`src/hw/ratb_pkg.sv`:
```
// Package: constants and carriers for the register access type bank
package ratb_pkg;

  // Register offsets, added to the module base address
  localparam logic [11:0] RATB_OFS_CTRL   = 12'h000;  // R/W control
  localparam logic [11:0] RATB_OFS_STAT   = 12'h004;  // RO status
  localparam logic [11:0] RATB_OFS_EVRAW  = 12'h008;  // R/W1C event status
  localparam logic [11:0] RATB_OFS_EVCLR  = 12'h00C;  // W1C event clear
  localparam logic [11:0] RATB_OFS_EVCNT  = 12'h010;  // RC event counter
  localparam logic [11:0] RATB_OFS_CMD    = 12'h014;  // WO command

  // Field widths and positions
  localparam int          RATB_EV_W       = 8;
  localparam int          RATB_STAT_W     = 8;
  localparam int          RATB_CNT_W      = 8;
  localparam int          RATB_ID_LSB     = 16;

  // Reset values
  localparam logic [31:0] RATB_CTRL_RST   = 32'h0000_0101;
  localparam logic [7:0]  RATB_EV_RST     = 8'h00;
  localparam logic [7:0]  RATB_CNT_RST    = 8'h00;
  localparam logic [7:0]  RATB_STAT_RST   = 8'h00;
  localparam logic [31:0] RATB_CMD_RST    = 32'h0000_0000;
  localparam logic [31:0] RATB_RD_ZERO    = 32'h0000_0000;
  // Block identity code; the value is arbitrary
  localparam logic [7:0]  RATB_BLOCK_ID   = 8'h5A;

  // Bus answer phase
  typedef enum logic {RATB_PH_SETUP, RATB_PH_ANSWER} ratb_phase_t;

  // APB request from the bus master
  typedef struct packed {
    logic        psel;
    logic        penable;
    logic        pwrite;
    logic [11:0] paddr;
    logic [31:0] pwdata;
  } ratb_apb_req_t;

  // APB answer to the bus master
  typedef struct packed {
    logic        pready;
    logic        pslverr;
    logic [31:0] prdata;
  } ratb_apb_rsp_t;

endpackage : ratb_pkg

```
`src/hw/ratb_bank.sv`:
```
// Register bank with R/W, RO, RC, R/W1C, W1C and WO access types on APB
//
// Operation
// - A register is chosen by its offset from the module base address.
// - A clear-on-read field returns its value and is zeroed by hardware once the read completes.
// - A readable write-one-to-clear bit reads its status, clears on a written 1 and keeps on a written 0.
// - A write-only clear bit clears its target status on a written 1 and reads as nothing meaningful.
// - A write-only register takes writes only and its read data must not be relied on.
// - Every bit takes its reset value after any reset.
// - A bit with reset value zero is driven to 0 under chip reset.
// - A bit with reset value one is driven to 1 under chip reset.
// - Reserved bits read as zero and software does not depend on them.
`timescale 1ns/1ps

module ratb_bank
  import ratb_pkg::*;
(
  input  wire logic                   clk_sys,
  input  wire logic                   rst_n,
  input  wire ratb_apb_req_t          apb_req,
  output ratb_apb_rsp_t               apb_rsp,
  input  wire logic [RATB_STAT_W-1:0] hw_status,
  input  wire logic [RATB_EV_W-1:0]   hw_event,
  output logic      [31:0]            ctrl_out,
  output logic      [31:0]            cmd_pulse,
  output logic                        cmd_strobe
);

  // Offset decode, shared by read mux and write strobes
  function automatic logic hit(input logic [11:0] addr, input logic [11:0] ofs);
    hit = (addr == ofs);
  endfunction : hit

  // Bus phase and answer registers
  ratb_phase_t              phase_q,  phase_d;
  ratb_apb_rsp_t            rsp_q,    rsp_d;
  // Storage of the bank
  logic [31:0]              ctrl_q,   ctrl_d;
  logic [RATB_STAT_W-1:0]   stat_q,   stat_d;
  logic [RATB_EV_W-1:0]     ev_q,     ev_d;
  logic [RATB_CNT_W-1:0]    cnt_q,    cnt_d;
  logic [31:0]              cmd_q,    cmd_d;
  logic                     cstb_q,   cstb_d;

  logic                     acc_start;
  logic                     acc_done;
  logic                     wr_done;
  logic                     rd_done;
  logic                     mapped;
  logic [31:0]              rd_mux;
  logic [RATB_EV_W-1:0]     ev_clr;
  logic                     any_event;

  // One wait state: answer is prepared in the first access cycle, ends the next
  assign acc_start = apb_req.psel && apb_req.penable && (phase_q == RATB_PH_SETUP);
  assign acc_done  = apb_req.psel && apb_req.penable && (phase_q == RATB_PH_ANSWER);
  assign wr_done   = acc_done && apb_req.pwrite && !rsp_q.pslverr;
  assign rd_done   = acc_done && !apb_req.pwrite && !rsp_q.pslverr;
  assign any_event = |hw_event;

  // Address map check; unmapped offsets answer with an error
  always_comb begin
    mapped = hit(apb_req.paddr, RATB_OFS_CTRL)  || hit(apb_req.paddr, RATB_OFS_STAT)  ||
             hit(apb_req.paddr, RATB_OFS_EVRAW) || hit(apb_req.paddr, RATB_OFS_EVCLR) ||
             hit(apb_req.paddr, RATB_OFS_EVCNT) || hit(apb_req.paddr, RATB_OFS_CMD);
  end

  // Read data mux; unused upper bits are reserved and read as zero
  always_comb begin
    rd_mux = RATB_RD_ZERO;
    if (hit(apb_req.paddr, RATB_OFS_CTRL)) begin
      rd_mux = ctrl_q;
    end else if (hit(apb_req.paddr, RATB_OFS_STAT)) begin
      rd_mux[RATB_STAT_W-1:0]             = stat_q;
      rd_mux[RATB_ID_LSB +: 8]            = RATB_BLOCK_ID;
    end else if (hit(apb_req.paddr, RATB_OFS_EVRAW)) begin
      rd_mux[RATB_EV_W-1:0]               = ev_q;
    end else if (hit(apb_req.paddr, RATB_OFS_EVCNT)) begin
      rd_mux[RATB_CNT_W-1:0]              = cnt_q;
    end else begin
      // Clear and command registers are write only: they read as zero
      rd_mux = RATB_RD_ZERO;
    end
  end

  // Bus phase and answer; data is sampled at the start so a clear-on-read shows the old value
  always_comb begin
    phase_d        = phase_q;
    rsp_d          = rsp_q;
    rsp_d.pready   = 1'b0;
    case (phase_q)
      RATB_PH_SETUP: begin
        if (acc_start) begin
          phase_d       = RATB_PH_ANSWER;
          rsp_d.pready  = 1'b1;
          rsp_d.pslverr = !mapped;
          rsp_d.prdata  = apb_req.pwrite ? RATB_RD_ZERO : rd_mux;
        end
      end
      RATB_PH_ANSWER: begin
        // Transfer ends here; master drops penable next cycle
        phase_d       = RATB_PH_SETUP;
        rsp_d.pslverr = 1'b0;
      end
      default: begin
        phase_d = RATB_PH_SETUP;
      end
    endcase
  end

  // Bus answer registers; an idle bank shows no ready and no error
  // Reset drops a transfer in flight, so the master must restart it after release
  always_ff @(posedge clk_sys) begin
    if (!rst_n) begin
      phase_q <= RATB_PH_SETUP;
      rsp_q   <= '{pready: 1'b0, pslverr: 1'b0, prdata: RATB_RD_ZERO};
    end else begin
      phase_q <= phase_d;
      rsp_q   <= rsp_d;
    end
  end

  // Control register: plain read/write word, whole word per access
  always_comb begin
    ctrl_d = ctrl_q;
    if (wr_done && hit(apb_req.paddr, RATB_OFS_CTRL)) begin
      ctrl_d = apb_req.pwdata;
    end
  end

  // Control storage; reset loads a mix of ones and zeros
  always_ff @(posedge clk_sys) begin
    if (!rst_n) begin
      ctrl_q <= RATB_CTRL_RST;
    end else begin
      ctrl_q <= ctrl_d;
    end
  end

  // Status copy follows the hardware every cycle; bus writes never reach it
  always_comb begin
    stat_d = hw_status;
  end

  // Status storage
  always_ff @(posedge clk_sys) begin
    if (!rst_n) begin
      stat_q <= RATB_STAT_RST;
    end else begin
      stat_q <= stat_d;
    end
  end

  // Event status: written ones clear, written zeros keep their bits
  always_comb begin
    ev_clr = '0;
    if (wr_done && (hit(apb_req.paddr, RATB_OFS_EVRAW) || hit(apb_req.paddr, RATB_OFS_EVCLR))) begin
      ev_clr = apb_req.pwdata[RATB_EV_W-1:0];
    end
    // Set wins so an event in the clearing cycle is never lost
    ev_d = (ev_q & ~ev_clr) | hw_event;
  end

  // Event status storage
  always_ff @(posedge clk_sys) begin
    if (!rst_n) begin
      ev_q <= RATB_EV_RST;
    end else begin
      ev_q <= ev_d;
    end
  end

  // Event counter: one count per cycle with any event, saturating to hide overflow
  always_comb begin
    if (rd_done && hit(apb_req.paddr, RATB_OFS_EVCNT)) begin
      // Clear only at the completing edge, so a read clears once; a same-cycle event still counts
      cnt_d = any_event ? RATB_CNT_W'(1) : RATB_CNT_RST;
    end else if (any_event && (cnt_q != {RATB_CNT_W{1'b1}})) begin
      cnt_d = cnt_q + RATB_CNT_W'(1);
    end else begin
      cnt_d = cnt_q;
    end
  end

  // Event counter storage
  always_ff @(posedge clk_sys) begin
    if (!rst_n) begin
      cnt_q <= RATB_CNT_RST;
    end else begin
      cnt_q <= cnt_d;
    end
  end

  // Command word stands for one cycle with its strobe, otherwise idle
  always_comb begin
    cmd_d  = RATB_CMD_RST;
    cstb_d = 1'b0;
    if (wr_done && hit(apb_req.paddr, RATB_OFS_CMD)) begin
      cmd_d  = apb_req.pwdata;
      cstb_d = 1'b1;
    end
  end

  // Command storage
  always_ff @(posedge clk_sys) begin
    if (!rst_n) begin
      cmd_q  <= RATB_CMD_RST;
      cstb_q <= 1'b0;
    end else begin
      cmd_q  <= cmd_d;
      cstb_q <= cstb_d;
    end
  end

  // Outputs come straight from flip-flops
  assign apb_rsp    = rsp_q;
  assign ctrl_out   = ctrl_q;
  assign cmd_pulse  = cmd_q;
  assign cmd_strobe = cstb_q;

endmodule : ratb_bank

```
`config.mk`:
```
export PLATFORM = sky130hd
export DESIGN_NAME = ratb_bank
export DESIGN_NICKNAME = d
export VERILOG_FILES = /design/src/hw/ratb_pkg.sv /design/src/hw/ratb_bank.sv
export SDC_FILE = /design/constraint.sdc
export NUM_CORES = 1
export LEC_CHECK = 0
export ABC_CLOCK_PERIOD_IN_PS = 4010
export BUFFER_PORTS_ARGS = -buffer_cell sky130_fd_sc_hd__buf_4
export CORE_ASPECT_RATIO = 0.7
export CORE_UTILIZATION = 40
export CTS_CLUSTER_DIAMETER = 150
export DETAILED_ROUTE_END_ITERATION = 10
export HOLD_SLACK_MARGIN = 0.05
export MAX_ROUTING_LAYER = met4
export PLACE_DENSITY = 0.64
export SETUP_SLACK_MARGIN = 0.4
export SLEW_MARGIN = 20
export SYNTH_ARGS = -nofsm -noshare
export SYNTH_HDL_FRONTEND = slang
export SYNTH_SLANG_ARGS = --single-unit
```
`constraint.sdc`:
```
create_clock -name clk_sys -period 4.01 [get_ports clk_sys]
set_input_delay 0.401 -clock clk_sys [delete_from_list [all_inputs] [get_ports clk_sys]]
set_output_delay 0.401 -clock clk_sys [all_outputs]
set_load 0.005 [all_outputs]
```
==> flow_summary.ini <==
[route]
drt_drc_violations_left = 0
route.vias.total = 4370
detail_route.first_pass.iterations = 5
antenna_violating_nets_post_route = 0
detail_route.wirelength_mm = 13.7
drt-initial-drc-count = 196
via_per_inst = 5.17
detail_route.wl_per_cell_um = 16.2

[yosys]
synthesis.area_um2 = 4930
yosysSeqAreaShare_pct = 49.9
synth_cell_type_count = 42
synth_cells = 525
total_of_warnings_raised_by_yosys = 0
syn-mean-instance-area_um2 = 9.40
yosys_register_bits = 123
synth_fp_nets = 591
number_of_enable_flip_flop_cells_after_synthesis = 0
asyncSetResetFlopFracSynth_pct = 0
dominantRegCellSynth = sky130_fd_sc_hd__dfxtp_1

[grt]
grt_usage_pct = 22.4
grt_antenna_before_repair = 0
grt_pass1_vias = 4207
grt_remaining_overflow = 0
global_route_wire_length_before_repair_mm = 21.5
maximum_number_of_pins_on_one_net_before_global_route_repair = 62

[timing]
count_of_final_hold_check_violations = 0
final_critical_path_setup_slack_ns = 1.87
max_freq_mhz = 467
timing.setup.tns_ns = 0
timing_worst_slew_pin_value_ns = 0.947
report.final.slew_viol_count = 0
timing.final.setup_violations = 0
rsz0062_at_grt = false
finalCritPeriodShare_pct = 53.4
timing.max_slew.rel_slack_pct = 36.5
post-route-min-period_ns = 2.14
fin_skew_ns = 0.00853

[finish]
number_of_filler_instances_in_the_final_layout = 1067
leading_cell_types_in_the_layout_fill_and_taps_excluded = sky130_fd_sc_hd__buf_4, sky130_fd_sc_hd__dfxtp_1, sky130_fd_sc_hd__nand2_1, sky130_fd_sc_hd__and2_1, sky130_fd_sc_hd__mux2i_1
finalCoreUtilization_pct = 57.9
layout-area-overhead-vs-synth_pct = 39.1
finish.net_count = 741
antenna-diode-count = 0
area.sequential_um2 = 2460
most_common_cell_after_layout_fill_and_taps_aside = sky130_fd_sc_hd__buf_4
multi_input_comb_area_um2 = 2220
post_route_cells_drive_above_1_share_pct = 31.0

[placement]
gp_congestion = 0.830
dp.final_hpwl_mm = 9.68
dp_worst_setup_slack_ns = 1.36
port_buffers = 163

[setup_path]
path_max_fanout = 30
worstPathCellList = buf_4 > nor4_2 > nand2b_1 > nor4_4 > buf_4 > mux2i_1
critical_path_arrival_ns = 2.46
critPathMostFrequentCell = sky130_fd_sc_hd__buf_4
crit_required_ns = 4.33
nature_of_the_critical_path_endpoint = register
crit_path_largest_cell_delay_ns = 0.53
start_kind = input pin
criticalPathCategory = in2reg
critPathSlowestCell = sky130_fd_sc_hd__buf_4
rr_startpoint = phase_q
cp-startpoint = apb_req[41]

[status]
status = finished clean

[die]
core_region_area_um2 = 11900
core.rowCount = 33
io_pins = 164
die_h_um = 94.9
effective_utilization_at_floorplan_pct = 41.6
die_area_um2 = 12800
die_width_um = 135

[cts]
postCtsHoldBufs = 0
ctsHtreeMaxLevel = 4
cts_tree = yes
cts-buffers-inserted = 17
insertion_delay_ns = 0.41
clock_sinks = 123
clock_tree.root_cell = sky130_fd_sc_hd__clkbuf_16
clk_transition_reported_paths_ns = 0.06
post_cts.resized_instances = 0
post-cts-setup-buffer-count = 0
clockBufferDepth = 2

[job]
cap_violations = 0

[power]
vdd_ir_drop_max_mv = 0.322
power_density_nw_per_um2 = 445
total_leakage_power_nw = 2.82

[worst_hold_path]
hp-class = in2reg
holdCritStartpoint = apb_req[1]
## routing by layer
| layer | part of all wire, % | track usage [%] | vias up |
|---|---|---|---|
| li1 | - | - | 2135 |
| met1 | 47 | 28.9 | 2066 |
| met2 | 44 | 32.9 | 157 |
| met3 | 8.5 | 7.14 | 12 |
| met4 | 0.72 | 7.77 | 0 |
| met5 | 0 | - | - |
## power by group
part | switching, W | internal [W] | leakage, nW
Clock | 0.000538 | 0.00112 | 0.314
Sequential | 0.00000838 | 0.00124 | 0.996
Combinational | 0.0000847 | 0.0000705 | 1.51
Total | 0.000631 | 0.00242 | 2.82
## state kept, by name, indices dropped and copies added (netlist names)
signal,count
ev_q,8
cnt_q,8
ctrl_out,32
cmd_pulse,32
stat_q,8
apb_rsp,33
cmd_strobe,1
phase_q,1
## final timing paths
kind	end	slack, ns	cells after the start
hold reg to reg	apb_rsp[22]	0.45	2
hold / removal	ev_q[1]	0.20	2
setup / recovery	ctrl_out[23]	1.87	6
setup reg to reg	ctrl_out[23]	1.95	5
## layout make-up
type / count / share of cell area, %
Sequential cell: 123 / 35.9
Inverter: 19 / 1.04
Multi-Input combinational cell: 346 / 32.4
Timing Repair Buffer: 168 / 18.5
Tap cell: 157 / 2.86
Clock inverter: 12 / 2.84
Clock buffer: 20 / 6.51
## cell usage after synthesis (5+ instances only)
library cell                 n  share of area (%)
sky130_fd_sc_hd__nor2_1     16                1.2
sky130_fd_sc_hd__buf_6       5                1.1
sky130_fd_sc_hd__o211ai_1    6               0.91
sky130_fd_sc_hd__a32oi_1     8                1.4
sky130_fd_sc_hd__o31ai_1    12                1.8
sky130_fd_sc_hd__mux2i_1    31                6.3
sky130_fd_sc_hd__nand3_1     7               0.71
sky130_fd_sc_hd__nand2_1    97                7.4
sky130_fd_sc_hd__o21ai_0    19                1.9
sky130_fd_sc_hd__clkbuf_1   23                1.7
sky130_fd_sc_hd__nand4b_1   22                3.9
sky130_fd_sc_hd__and2_1     42                5.3
sky130_fd_sc_hd__dfxtp_1   123                 50
sky130_fd_sc_hd__a31oi_1     8                1.0
sky130_fd_sc_hd__inv_1      19                1.4
sky130_fd_sc_hd__a21boi_1   24                3.7
sky130_fd_sc_hd__o41ai_1     8                1.4
sky130_fd_sc_hd__buf_2       5               0.51
sky130_fd_sc_hd__a21oi_1     8               0.81
## cells by family after synthesis
family                     Yosys count  synth area share (%)
muxes                               31                  6.29
and+or+nand+nor                    217                  24.6
DFF                                123                  49.9
adders and majority gates            1                 0.254
AOI/OAI and AO/OA                   96                  13.4
buffers and inverters               56                  5.30
xor gates and xnor gates             1                 0.178
## through the flow
stage | hold slack [ns] | power [W] | cells | instance area [µm²]
global placement | 0.440 | 0.00142 | 812 | 6200
floorplan | 0.447 | 0.00134 | 525 | 4930
detailed placement | 0.444 | 0.00143 | 812 | 6200
finish | 0.200 | 0.00305 | 845 | 6860
CTS | 0.186 | 0.00308 | 844 | 6840
global route | 0.200 | 0.00314 | 845 | 6860
## worst max-delay path, delay by kind of cell
kind | cells | cell delay [ns]
buf+inv | 2 | 0.65
mux | 1 | 0.26
simple gates | 3 | 1.14
(Power assumes the default switching activity.)
